[src/rtl/hpsc_pkg.sv]
// shared constants and types for the hot-plug slot control register bank
package hpsc_pkg;

    // register layout, bits 15 down to 6 of the slot control word
    localparam int REG_W = 16;
    localparam int RSVD_HI = 15;
    localparam int RSVD_LO = 13;
    localparam int LSC_EN_BIT = 12;
    localparam int LOCK_BIT = 11;
    localparam int PWR_BIT = 10;
    localparam int PI_HI = 9;
    localparam int PI_LO = 8;
    localparam int AI_HI = 7;
    localparam int AI_LO = 6;

    // reset values: notify off, slot power off, both indicators off
    localparam logic RST_LSC_EN = 1'b0;
    localparam logic RST_PWR = 1'b1;
    localparam logic [1:0] RST_LED = 2'h3;

    // slot power encoding as seen by software
    localparam logic SLOT_POWER_OUTPUT_CODE = 1'b0;
    localparam logic PWR_OFF_CODE = 1'b1;

    // indicator encodings
    localparam logic [1:0] LED_RSVD = 2'h0;
    localparam logic [1:0] LED_ON = 2'h1;
    localparam logic [1:0] LED_BLINK = 2'h2;
    localparam logic [1:0] LED_OFF = 2'h3;

    // timing: both the interlock pulse and the turn-off timeout last 100 ms
    localparam int CLK_MHZ = 250;
    localparam int LOCK_PULSE_MS = 100;
    localparam int TURN_OFF_TIMEOUT_MS = 100;
    localparam int LOCK_PULSE_CYC = LOCK_PULSE_MS * 1000 * CLK_MHZ;
    localparam int TURN_OFF_CYC = TURN_OFF_TIMEOUT_MS * 1000 * CLK_MHZ;

    // slot power sequencer states
    typedef enum logic [1:0]
    {
        PS_ON = 2'b00,
        PS_WAIT_ACK = 2'b01,
        PS_OFF = 2'b10
    } hpsc_pwr_state_t;

    // downstream message requests, each valid a one-cycle pulse
    typedef struct packed
    {
        logic turn_off;
        logic pwr_ind_valid;
        logic [1:0] pwr_ind_state;
        logic atn_ind_valid;
        logic [1:0] atn_ind_state;
    } hpsc_msg_t;

endpackage

[src/rtl/hpsc_timer.sv]
// one-shot cycle timer: busy for exactly CYCLES enabled clocks after start
`timescale 1ns/1ps
module hpsc_timer #(
    parameter int CYCLES = 25000000
) (
    input wire logic clock,
    input wire logic nrst,
    input wire logic ce,
    input wire logic start,
    input wire logic abort,
    output logic busy,
    output logic done
);
    localparam int CW = $clog2(CYCLES + 1);
    localparam logic [CW-1:0] LAST = CW'(CYCLES - 1);
    localparam logic [CW-1:0] ZERO = '0;

    logic [CW-1:0] count_ff;
    logic busy_ff;
    logic done_ff;

    // a start while running is ignored so a pulse is never stretched
    always_ff @(posedge clock)
    begin
        if (!nrst)
        begin
            busy_ff <= 1'b0;
            count_ff <= '0;
            done_ff <= 1'b0;
        end
        else if (ce)
        begin
            done_ff <= 1'b0;
            if (abort)
            begin
                busy_ff <= 1'b0;
                count_ff <= ZERO;
            end
            else if (!busy_ff)
            begin
                busy_ff <= start;
                count_ff <= ZERO;
            end
            else if (count_ff == LAST)
            begin
                busy_ff <= 1'b0;
                done_ff <= 1'b1;
                count_ff <= ZERO;
            end
            else
            begin
                count_ff <= count_ff + 1'b1;
            end
        end
    end

    assign busy = busy_ff;
    assign done = done_ff;
endmodule

[src/rtl/hpsc_slot_ctrl.sv]
// slot control register bits 15..6 with power sequencing, interlock pulse and indicator messages
// Function
// bits 15 to 13 are reserved and always read as zero
// link-state change notification is raised only while its enable bit is set
// the interlock control bit reads zero and a written zero does nothing
// writing one pulses the interlock pin high 100 ms if interlock present
// slot power bit reads back power state; write drives power pin, 0 means on
// on-to-off with message enable sends turn-off, waits ack or 100 ms
// power indicator field reads back state and drives the power LED pin
// a write changing the power indicator field sends an indicator message
// attention indicator field reads back state and drives attention LED pin
// a write changing attention field sends a message; 00b is reserved
// attention field encoding matches power field: 01 on, 10 blink, 11 off
`timescale 1ns/1ps
module hpsc_slot_ctrl #(
    parameter int LOCK_CYCLES = hpsc_pkg::LOCK_PULSE_CYC,
    parameter int TURN_OFF_CYCLES = hpsc_pkg::TURN_OFF_CYC
) (
    input wire logic clock,
    input wire logic nrst,
    input wire logic ce,
    input wire logic cfg_wr,
    input wire logic [hpsc_pkg::REG_W-1:0] cfg_wdata,
    output logic [hpsc_pkg::REG_W-1:0] cfg_rdata,
    input wire logic interlock_present,
    input wire logic hotplug_power_message_enable,
    input wire logic link_state_changed_flag,
    input wire logic pme_to_ack,
    output logic link_state_notify,
    output logic interlock_pulse_pin,
    output logic slot_power_output_pin,
    output logic [1:0] power_led_pin,
    output logic [1:0] attention_led_pin,
    output hpsc_pkg::hpsc_msg_t msg
);
    import hpsc_pkg::*;

    logic link_state_change_notify_enable_ff;
    logic slot_power_control_ff;
    logic [1:0] power_led_control_ff;
    logic [1:0] attention_led_control_ff;
    hpsc_pwr_state_t pwr_state_ff;
    hpsc_pwr_state_t nxt_pwr_state;
    logic [REG_W-1:0] rdata_ff;
    logic notify_ff;
    logic pwr_pin_ff;
    hpsc_msg_t msg_ff;
    logic lock_start;
    logic lock_busy;
    logic to_start;
    logic to_abort;
    logic to_done;
    logic [1:0] wr_pi;
    logic [1:0] wr_ai;
    logic wr_pwr;

    // a reserved indicator code is a legal write that leaves the field alone
    function automatic logic led_code_ok(input logic [1:0] code);
        return code != LED_RSVD;
    endfunction

    assign wr_pi = cfg_wdata[PI_HI:PI_LO];
    assign wr_ai = cfg_wdata[AI_HI:AI_LO];
    assign wr_pwr = cfg_wdata[PWR_BIT];

    // writable control fields
    always_ff @(posedge clock)
    begin
        if (!nrst)
        begin
            link_state_change_notify_enable_ff <= RST_LSC_EN;
            slot_power_control_ff <= RST_PWR;
            power_led_control_ff <= RST_LED;
            attention_led_control_ff <= RST_LED;
        end
        else if (ce && cfg_wr)
        begin
            link_state_change_notify_enable_ff <= cfg_wdata[LSC_EN_BIT];
            // power state write
            slot_power_control_ff <= wr_pwr;
            // power indicator update
            if (led_code_ok(wr_pi))
            begin
                power_led_control_ff <= wr_pi;
            end
            // attention indicator update
            if (led_code_ok(wr_ai))
            begin
                attention_led_control_ff <= wr_ai;
            end
        end
    end

    // only a written one starts the pulse, and only with an interlock fitted
    assign lock_start = ce && cfg_wr && cfg_wdata[LOCK_BIT] && interlock_present;

    hpsc_timer #(
        .CYCLES(LOCK_CYCLES)
    ) u_lock_timer (
        .clock(clock),
        .nrst(nrst),
        .ce(ce),
        .start(lock_start),
        .abort(1'b0),
        .busy(lock_busy),
        .done()
    );

    // power sequencer next state; a power-on write always wins, even mid handshake
    always_comb
    begin
        nxt_pwr_state = pwr_state_ff;
        to_start = 1'b0;
        to_abort = 1'b0;
        unique case (pwr_state_ff)
            PS_ON:
            begin
                // orderly shutdown only when the message enable is set
                if (cfg_wr && wr_pwr == PWR_OFF_CODE)
                begin
                    if (hotplug_power_message_enable)
                    begin
                        nxt_pwr_state = PS_WAIT_ACK;
                        to_start = 1'b1;
                    end
                    else
                    begin
                        nxt_pwr_state = PS_OFF;
                    end
                end
            end
            PS_WAIT_ACK:
            begin
                if (cfg_wr && wr_pwr == SLOT_POWER_OUTPUT_CODE)
                begin
                    nxt_pwr_state = PS_ON;
                    to_abort = 1'b1;
                end
                // release power on ack or timeout
                else if (pme_to_ack || to_done)
                begin
                    nxt_pwr_state = PS_OFF;
                    to_abort = 1'b1;
                end
            end
            PS_OFF:
            begin
                if (cfg_wr && wr_pwr == SLOT_POWER_OUTPUT_CODE)
                begin
                    nxt_pwr_state = PS_ON;
                end
            end
            default:
            begin
                nxt_pwr_state = PS_OFF;
            end
        endcase
    end

    hpsc_timer #(
        .CYCLES(TURN_OFF_CYCLES)
    ) u_off_timer (
        .clock(clock),
        .nrst(nrst),
        .ce(ce),
        .start(to_start && ce),
        .abort(to_abort && ce),
        .busy(),
        .done(to_done)
    );

    // sequencer state and the power pin, which stays on through the handshake
    always_ff @(posedge clock)
    begin
        if (!nrst)
        begin
            pwr_state_ff <= PS_OFF;
            pwr_pin_ff <= 1'b0;
        end
        else if (ce)
        begin
            pwr_state_ff <= nxt_pwr_state;
            // pin high means slot powered
            pwr_pin_ff <= nxt_pwr_state != PS_OFF;
        end
    end

    // downstream messages, one-cycle pulses carrying the new state
    always_ff @(posedge clock)
    begin
        if (!nrst)
        begin
            msg_ff <= '0;
        end
        else if (ce)
        begin
            // turn-off request
            msg_ff.turn_off <= to_start;
            // power indicator changed
            msg_ff.pwr_ind_valid <= cfg_wr && led_code_ok(wr_pi) && wr_pi != power_led_control_ff;
            msg_ff.pwr_ind_state <= wr_pi;
            // attention indicator changed
            msg_ff.atn_ind_valid <= cfg_wr && led_code_ok(wr_ai) && wr_ai != attention_led_control_ff;
            msg_ff.atn_ind_state <= wr_ai;
        end
    end

    // notification is a level that follows the flag while enabled
    always_ff @(posedge clock)
    begin
        if (!nrst)
        begin
            notify_ff <= 1'b0;
        end
        else if (ce)
        begin
            // gate the notification with its enable
            notify_ff <= link_state_change_notify_enable_ff && link_state_changed_flag;
        end
    end

    // read data lags the fields by one cycle; bits 5..0 belong elsewhere and read zero here
    always_ff @(posedge clock)
    begin
        if (!nrst)
        begin
            rdata_ff <= '0;
        end
        else if (ce)
        begin
            // reserved and interlock bits are never set
            rdata_ff <= '0;
            rdata_ff[LSC_EN_BIT] <= link_state_change_notify_enable_ff;
            rdata_ff[PWR_BIT] <= slot_power_control_ff;
            rdata_ff[PI_HI:PI_LO] <= power_led_control_ff;
            rdata_ff[AI_HI:AI_LO] <= attention_led_control_ff;
        end
    end

    assign cfg_rdata = rdata_ff;
    assign link_state_notify = notify_ff;
    assign interlock_pulse_pin = lock_busy;
    assign slot_power_output_pin = pwr_pin_ff;
    assign power_led_pin = power_led_control_ff;
    assign attention_led_pin = attention_led_control_ff;
    assign msg = msg_ff;
endmodule

[config.mk]
export PLATFORM = sky130hd
export DESIGN_NAME = hpsc_slot_ctrl
export DESIGN_NICKNAME = d
export VERILOG_FILES = /design/src/rtl/hpsc_pkg.sv /design/src/rtl/hpsc_timer.sv /design/src/rtl/hpsc_slot_ctrl.sv
export SDC_FILE = /design/constraint.sdc
export NUM_CORES = 1
export LEC_CHECK = 0
export BUFFER_PORTS_ARGS = -buffer_cell sky130_fd_sc_hd__buf_2
export CAP_MARGIN = 20
export CORE_ASPECT_RATIO = 1.2
export CORE_UTILIZATION = 47
export CTS_BUF_LIST = sky130_fd_sc_hd__clkbuf_4 sky130_fd_sc_hd__clkbuf_8
export CTS_CLUSTER_DIAMETER = 50
export CTS_CLUSTER_SIZE = 14
export DETAILED_ROUTE_END_ITERATION = 16
export PLACE_DENSITY = 0.74
export SETUP_SLACK_MARGIN = 0.4
export SYNTH_ARGS = -nofsm -noshare
export SYNTH_HDL_FRONTEND = slang
export SYNTH_HIERARCHICAL = 1
export SYNTH_SLANG_ARGS = --single-unit
[constraint.sdc]
create_clock -name clock -period 5.9 [get_ports clock]
set_input_delay 0.295 -clock clock [delete_from_list [all_inputs] [get_ports clock]]
set_output_delay 0.295 -clock clock [all_outputs]
set_load 0.01 [all_outputs]
==> Word-level counts from Yosys, hierarchy flattened <==
Cells that the tools add are included.
{ "op_classes": {"addsub": 2, "eq_ne": 7, "n_mux": 25, "n_bitwise": 1, "n_reduce_logical": 18} }
{ "op_table": {"columns": ["operator", "count"], "rows": [
  ["two-way mux 25 bit", 5],
  ["adder 25 x 1 -> 25 bit, second input constant", 2],
  ["== test 25 bit, second input constant", 2],
  ["two-way mux 1 bit", 14],
  ["logical AND 1 bit", 12],
  ["two-way mux 2 bit", 5],
  ["case mux 2 bit (3 select lines)", 1],
  ["inequality test 2 bit", 2],
  ["AND reduction 2 bit", 2],
  ["nonzero test 2 bit", 2],
  ["== test 2 x 1 -> 1 bit, second input constant", 1],
  ["== test 2 bit, second input constant", 1],
  ["zero test 2 bit", 1],
  ["inequality test 2 bit, second input constant", 1],
  ["logical OR 1 bit", 1],
  ["NOT 1 bit", 1]
]} }
{ "totals": {"register_bits": 76, "input_bits": 24} }

==> Depth between registers and ports, before layout <==
Gate-level depths: netlist (run 1).
{ "depth": {"depth_word": 6, "mapped_depth": 10} }

==> Hierarchy <==
The synthesis (run 1) kept the hierarchy.
{ "modules_own_cells": {"columns": ["module", "instances", "cells_per_inst", "area_each_um2", "seq_area_each_um2"], "rows": [
  ["hpsc_timer", 2, 206, 1691.6, 540.5],
  ["hpsc_slot_ctrl", 1, 120, 1059.8, 460.4]
]} }

==> Worst setup path before layout (run 1) <==
Ideal clock, no wire load.
{ "synth_timing": {"path_type": "register to register", "from": "register u_lock_timer.count_ff[0]", "to": "register u_lock_timer.count_ff[16]", "setup_time_ns": 0.116, "arrival_ns": 1.839, "path_slack_ns": 3.945, "stages_incl_launch_ff": 7, "synth_period_minus_slack_ns": 1.955, "cell_sequence": "dfxtp_1 -> ha_1 -> nand3_2 -> or3_4 -> or3_4 -> a211oi_2 -> and3b_1"} }
{ "synth_via": {"elab_chain_len": 3, "word_cells_on_any_way": 4, "classes_between": "1 x add/sub; 1 x eq/ne; 2 x mux"} }
{ "synth_rtl": {"columns": ["item", "line_no", "source"], "rows": [
  ["start: declaration", "hpsc_timer.sv:18", "logic [CW-1:0] count_ff;"],
  ["start signal: assignment", "hpsc_timer.sv:52", "count_ff <= count_ff + 1'b1;"],
  ["adder 25 x 1 -> 25 bit or == test 25 bit (tied branches)", "hpsc_timer.sv:52, hpsc_timer.sv:44", null],
  ["two-way mux 25 bit (*)", "hpsc_timer.sv:44", "else if (count_ff == LAST)"],
  ["two-way mux 25 bit (*)", "hpsc_timer.sv:39", "else if (!busy_ff)"]
]} }
Every way passes the cells marked *; elsewhere a longest branch is shown, timed or not.
A chain may end at the register's enable or synchronous reset.

==> Worst setup path in the final report (run 1) <==
{ "layout_timing": {"from": "register u_off_timer.count_ff[8]", "to": "register u_off_timer.count_ff[15]"} }
{ "layout_via": {"elab_chain_len": 4, "word_cells_on_any_way": 5, "classes_between": "1 x add/sub; 1 x eq/ne; 3 x mux"} }
{ "layout_rtl": {"columns": ["item", "line_no", "source"], "rows": [
  ["start: declaration", "hpsc_timer.sv:18", null],
  ["start signal: assignment", "hpsc_timer.sv:52", null],
  ["adder 25 x 1 -> 25 bit or == test 25 bit (tied branches)", "hpsc_timer.sv:52, hpsc_timer.sv:44", null],
  ["two-way mux 25 bit (*)", "hpsc_timer.sv:44", null],
  ["two-way mux 25 bit (*)", "hpsc_timer.sv:39", null],
  ["two-way mux 25 bit (*)", "hpsc_timer.sv:34", "if (abort)"]
]} }
Marks and branches as above.

==> results of run 1 <==
final timing paths:
kind,endpoint,slack [ps],start,cells after the start
max,u_off_timer/count_ff[15],3550,u_off_timer/count_ff[8],6
min,link_state_change_notify_enable_ff,220,cfg_wdata[12],3
max reg2reg,u_off_timer/count_ff[15],3550,u_off_timer/count_ff[8],6
min reg2reg,msg[5],490,msg[5],2
placed cells by master, fill, tap and decap left out, drive strengths merged, types with 10 or more instances in the layout:
cell	instances
dfxtp	76
nand2	53
nand3	46
nand4	46
buf	38
o21ai	25
nand2b	24
o311ai	24
nor2b	22
nor2	13
conb	13
mux2i	12
nor3	11
clkbuf	10
worst max-delay path, stage by stage, from the launching register on:
cell     delay, ps
dfxtp_1        410
nor4_2         310
nand4_1        190
o41ai_2        710
buf_4          320
a31oi_1         70
o221a_1        220
power by group:
| group | internal, mW | switching (mW) | total [mW] | leakage, nW |
|---|---|---|---|---|
| clock network | 0.336 | 0.197 | 0.533 | 0.137 |
| logic | 0.0258 | 0.0469 | 0.0727 | 0.903 |
| registers | 0.521 | 0.00544 | 0.526 | 0.616 |
flip-flops by register name, summed over array words and instances, names as in the netlist:
| signal | count |
|---|---|
| u_lock_timer/count_ff | 25 |
| u_off_timer/count_ff | 25 |
| msg | 7 |
| cfg_rdata | 6 |
| attention_led_pin | 2 |
| power_led_pin | 2 |
| pwr_state_ff | 2 |
| link_state_change_notify_enable_ff | 1 |
| link_state_notify | 1 |
| slot_power_control_ff | 1 |
| slot_power_output_pin | 1 |
| u_lock_timer/busy | 1 |
| u_off_timer/busy | 1 |
| u_off_timer/done | 1 |
layout make-up:
type	instances	area, sq um	share of cell area [%]
inverter	8	30.0	0.620
tap	120	150	3.10
sequential	76	1520	31.4
clock buffer	10	138	2.84
timing repair buffer	38	223	4.60
clock inverter	6	134	2.76
multi-input combinational	408	2650	54.7
routing by layer:
metal / part of all wire (%) / vias to the layer above / global-route usage, %
met5: 0 / - / 0
met3: 4.4 / 21 / 4.15
met1: 44 / 2002 / 26.2
met2: 50 / 113 / 36.9
met4: 1.5 / 0 / 6.80
li1: - / 2021 / -
metrics by stage:
stage	worst slack, ps	instances	util [%]	power [mW]	hold slack, ps
after floorplan	3950	541	-	0.591	437
after global routing	3390	666	53.4	1.17	212
after global placement	3280	649	50.1	0.606	467
after detailed placement	3220	649	50.1	0.608	466
final	3550	666	53.4	1.13	220
after CTS	3550	665	53.1	1.14	211
==> impl_metrics.csv, run 1 <==
group,metric,value,unit
outcome,status,"complete, no violations",
layout,drive_gt1_share,14.7,%
grt,grt_pass1_vias,3720,
layout,area_delta_synth_final,9.90,%
placement,dp_hpwl,6.76,mm
yosys,netlist_area,4410,sq um
timing,clock_skew,11.9,ps
timing,fmax,426,MHz
floorplan,die_area,9770,sq um
placement,numPortBuffers,34,
timing,hold_viol,0,
cts,cts_htree_levels,3,
yosys,syn_inst,529,
grt,antenna_found_initial,0,
floorplan,dieWidth,90.4,um
setup_path,arrival,2580,ps
power_and_ir_drop,ir_worst_vdd,163,uV
floorplan,core_area,9080,sq um
cts,cts_resized,0,
timing,relSlewSlack,41.5,%
floorplan,io_pins,54,
power_and_ir_drop,power_density,234,nW/um^2
setup_path,path_max_fanout,14,
layout,antenna_cells,0,
timing,period_share,39.8,%
timing,tightest_slew,877,ps
layout,nets,567,
placement,placed_cell_area,4550,sq um
grt,grt_usage,21.1,%
detailed_routing,firstDrtPassIters,5,
grt,grt_max_degree,136,
cts,max-clock-path-buffers,2,
timing,slew_viol_final,0,
yosys,synth_area_per_cell,8.34,sq um
grt,overflow,0,
placement,gp_congestion,0.920,
layout,fin_area,4850,sq um
timing,rsz0062_at_grt,"no",
floorplan,rows,38,
setup_path,cp.required,6130,ps
cts,numCtsBuffers,9,
floorplan,start_util,48.6,%
cts,insertion_delay,350,ps
detailed_routing,final_antenna_net_count,0,
timing,setup_violations,0,
detailed_routing,drt_iter0_drc,332,
cts,cts_tree,"built",
detailed_routing,wl_per_cell,15.4,um
yosys,yosys_warnings,6,
detailed_routing,via_per_inst,6.24,
timing,min_period,2350,ps
timing,tns,0,ps
cts,cts.root.buffer_cell,"clkbuf_8",
setup_path,setup.worst_path.end_class,"register",
run,maxCapViolCount,0,
detailed_routing,drc,0,
detailed_routing,num_vias,4157,
cts,cts_setup_buffers,0,
floorplan,dieHeight,108,um
cts,cts.sinks,76,
grt,grt_pass1_wl,17.4,mm
power_and_ir_drop,leakagePower,1.66,nW
cts,postCtsHoldBufs,0,
hold_path,hold_class,"input port to register",
setup_path,start_kind,"register",
layout,fillers,842,
detailed_routing,routed_wl,10.3,mm
cts,clk_pin_slew,80,ps
setup_path,critical_path_class,"register to register",
Power figures use the tool's default switching activity.
==> run 2: changes to the inputs <==
==> constraint.sdc (replaced) <==
create_clock -name clock -period 2.43 [get_ports clock]
set_input_delay 0.1215 -clock clock [delete_from_list [all_inputs] [get_ports clock]]
set_output_delay 0.1215 -clock clock [all_outputs]
set_load 0.01 [all_outputs]
==> run 2 against run 1 <==
Clock skew about the same. Via count up 5.5%. Core utilization up 2.9 points. Global-route usage up 0.94 points. Die area unchanged. Cell count up 4.7%. Design area up 5.4%. Power up 110%. Critical path depth unchanged. Maximum frequency up 9.0%. Sequential share of layout area down 1.0 points. Worst hold slack worse by 220 ps. Critical endpoint is now u_lock_timer/count_ff[15]. Highest routed layer unchanged.
==> impl_metrics.csv, run 2 (synthesis results as in run 1) <==
group,metric,value,unit
outcome,status,"complete, no violations",
detailed_routing,wl_per_cell,16.1,um
cts,cts.root.buffer_cell,"clkbuf_8",
layout,final_util,56.3,%
run,maxCapViolCount,0,
setup_path,cp.required,2680,ps
setup_path,arrival,2410,ps
setup_path,rr_worst_depth,6,
power_and_ir_drop,combPwrFrac,7.7,%
detailed_routing,firstDrtPassIters,5,
setup_path,timing.rr.end,"u_lock_timer/count_ff[15]",
layout,drive_gt1_share,23.2,%
timing,fmax,465,MHz
setup_path,cp-endpoint,"u_lock_timer/count_ff[15]",
cts,insertion_delay,360,ps
hold_path,hold_class,"input port to register",
timing,slew_viol_final,0,
timing,setup_violations,0,
placement,dp_hpwl,7.29,mm
placement,numPortBuffers,34,
floorplan,dieWidth,90.4,um
floorplan,die_area,9770,sq um
detailed_routing,route.met2.wl,5.64,mm
grt,antenna_found_initial,0,
timing,hold_viol,0,
layout,antenna_cells,0,
timing,tns,0,ps
setup_path,regToRegStartpoint,"u_lock_timer/count_ff[18]",
timing,clock_skew,11.7,ps
timing,fin_hold_ws,2.84,ps
setup_path,setup.worst_path.end_class,"register",
timing,tightest_slew,701,ps
grt,grt_usage,22.1,%
power_and_ir_drop,p_int,1.71,mW
grt,grt_pass1_vias,3837,
detailed_routing,final_antenna_net_count,0,
setup_path,worstSetupStartpoint,"u_lock_timer/count_ff[18]",
cts,numCtsBuffers,9,
layout,nets,598,
timing,relSlewSlack,53.2,%
floorplan,start_util,48.6,%
power_and_ir_drop,clkPwrFrac,38.4,%
floorplan,io_pins,54,
timing,period_share,88.6,%
layout,area_delta_synth_final,15.9,%
power_and_ir_drop,ir_worst_vdd,254,uV
timing,rsz0062_at_grt,"yes",
detailed_routing,wl_met3,579,um
floorplan,dieHeight,108,um
power_and_ir_drop,seqPwrFrac,53.9,%
detailed_routing,drc,0,
power_and_ir_drop,p_sw,0.649,mW
setup_path,cp_slowest_stage_delay,560,ps
cts,max-clock-path-buffers,2,
detailed_routing,drt_iter0_drc,316,
setup_path,path_cells,"and4_1 > nand4_1 > o41ai_4 > buf_6 > a31oi_1 > o221a_1",
power_and_ir_drop,p_total,2.36,mW
detailed_routing,met1_length,4.74,mm
power_and_ir_drop,leakagePower,1.77,nW
setup_path,slowest_stage,"o41ai_4",
setup_path,critical_path_class,"register to register",
setup_path,reg2reg_slack,280,ps
layout,fin_area,5110,sq um
cts,cts_tree,"built",
placement,placed_cell_area,4690,sq um
setup_path,path_max_fanout,7,
timing,min_period,2150,ps
grt,overflow,0,
layout,mostFrequentLayoutCell,"dfxtp_1",
layout,fillers,815,
cts,cts_htree_levels,3,
setup_path,start_kind,"register",
power_and_ir_drop,power_density,462,nW/um^2
floorplan,rows,38,
grt,grt_max_degree,79,
detailed_routing,via_per_inst,6.29,
power_and_ir_drop,switching_share,27.5,%
floorplan,core_area,9080,sq um
grt,grt_pass1_wl,17.8,mm
detailed_routing,routed_wl,11.2,mm
placement,gp_congestion,0.880,
cts,clk_pin_slew,90,ps
cts,cts.sinks,76,
detailed_routing,top_layer_used,"met4",
detailed_routing,num_vias,4386,
layout,layout_common_cells,"dfxtp_1, nand2_1, nand3_1, nand4_1, buf_2",
[run 2: cell types whose count changed in the layout (fill, tap and decap cells not counted), moves of 4 or more]
cell / before / now
buf_4: 4 / 31
dfxtp_1: 76 / 60
dfxtp_2: 0 / 12
bufinv_16: 4 / 0
dfxtp_4: 0 / 4
[run 2: final cells by class]
type | instances | area, sq um | area share (%)
clock buffers | 9 | 124 | 2.42
clock inverters | 7 | 58.8 | 1.15
inverters | 8 | 30.0 | 0.588
multi-input cells | 410 | 2770 | 54.2
repair buffers | 67 | 425 | 8.33
flip-flops and latches | 76 | 1550 | 30.4
well taps | 120 | 150 | 2.94
[run 2: worst min-delay path by stage]
stage	startpoint	endpoint	slack, ps	cells after the start
3_5_place_dp	cfg_wdata[12]	link_state_change_notify_enable_ff	390	3
4_1_cts	cfg_wdata[12]	link_state_change_notify_enable_ff	0.3	3
2_1_floorplan	cfg_wdata[7]	attention_led_pin[1]	260	2
6_report	cfg_wdata[12]	link_state_change_notify_enable_ff	3	3
3_3_place_gp	cfg_wdata[12]	link_state_change_notify_enable_ff	390	3
5_1_grt	cfg_wdata[12]	link_state_change_notify_enable_ff	20	3
[run 2: repair_timing]
| item | in CTS | in global routing |
|---|---|---|
| endpoints found under the setup margin | 31 | 33 |
| hold buffers | 0 | 0 |
| gates cloned | 0 | 3 |
| pin swaps | 1 | 6 |
| gates resized for setup | 10 | 28 |
| buffers inserted | 1 | 9 |
[run 2: per-layer routing]
metal  up-vias  GRT usage [%]
li1       2091              -
met1      2091           27.0
met2       167           38.0
met3        37           4.22
met4         0           9.45
met5         -              0
[run 2: power by group through the flow]
stage | Combinational (mW) | Sequential [mW] | Clock, mW
after detailed placement | 0.178 | 1.31 | 0
after global placement | 0.172 | 1.31 | 0
final | 0.181 | 1.27 | 0.907
after CTS | 0.179 | 1.28 | 0.927
after floorplan | 0.121 | 1.31 | 0
after global routing | 0.200 | 1.28 | 0.993
[run 2: critical path, delay by kind of cell (launching register included)]
kind	cells	cell delay, ps
buffers and inverters	1	200
AOI/OAI and AO/OA	3	840
DFF	1	470
and+or+nand+nor	2	530
[run 2: per-stage QoR]
step,worst slack [ps],instances
global route,261,697
CTS,403,685
detailed placement,254,668
floorplan,475,541
finish,278,697
global placement,292,668
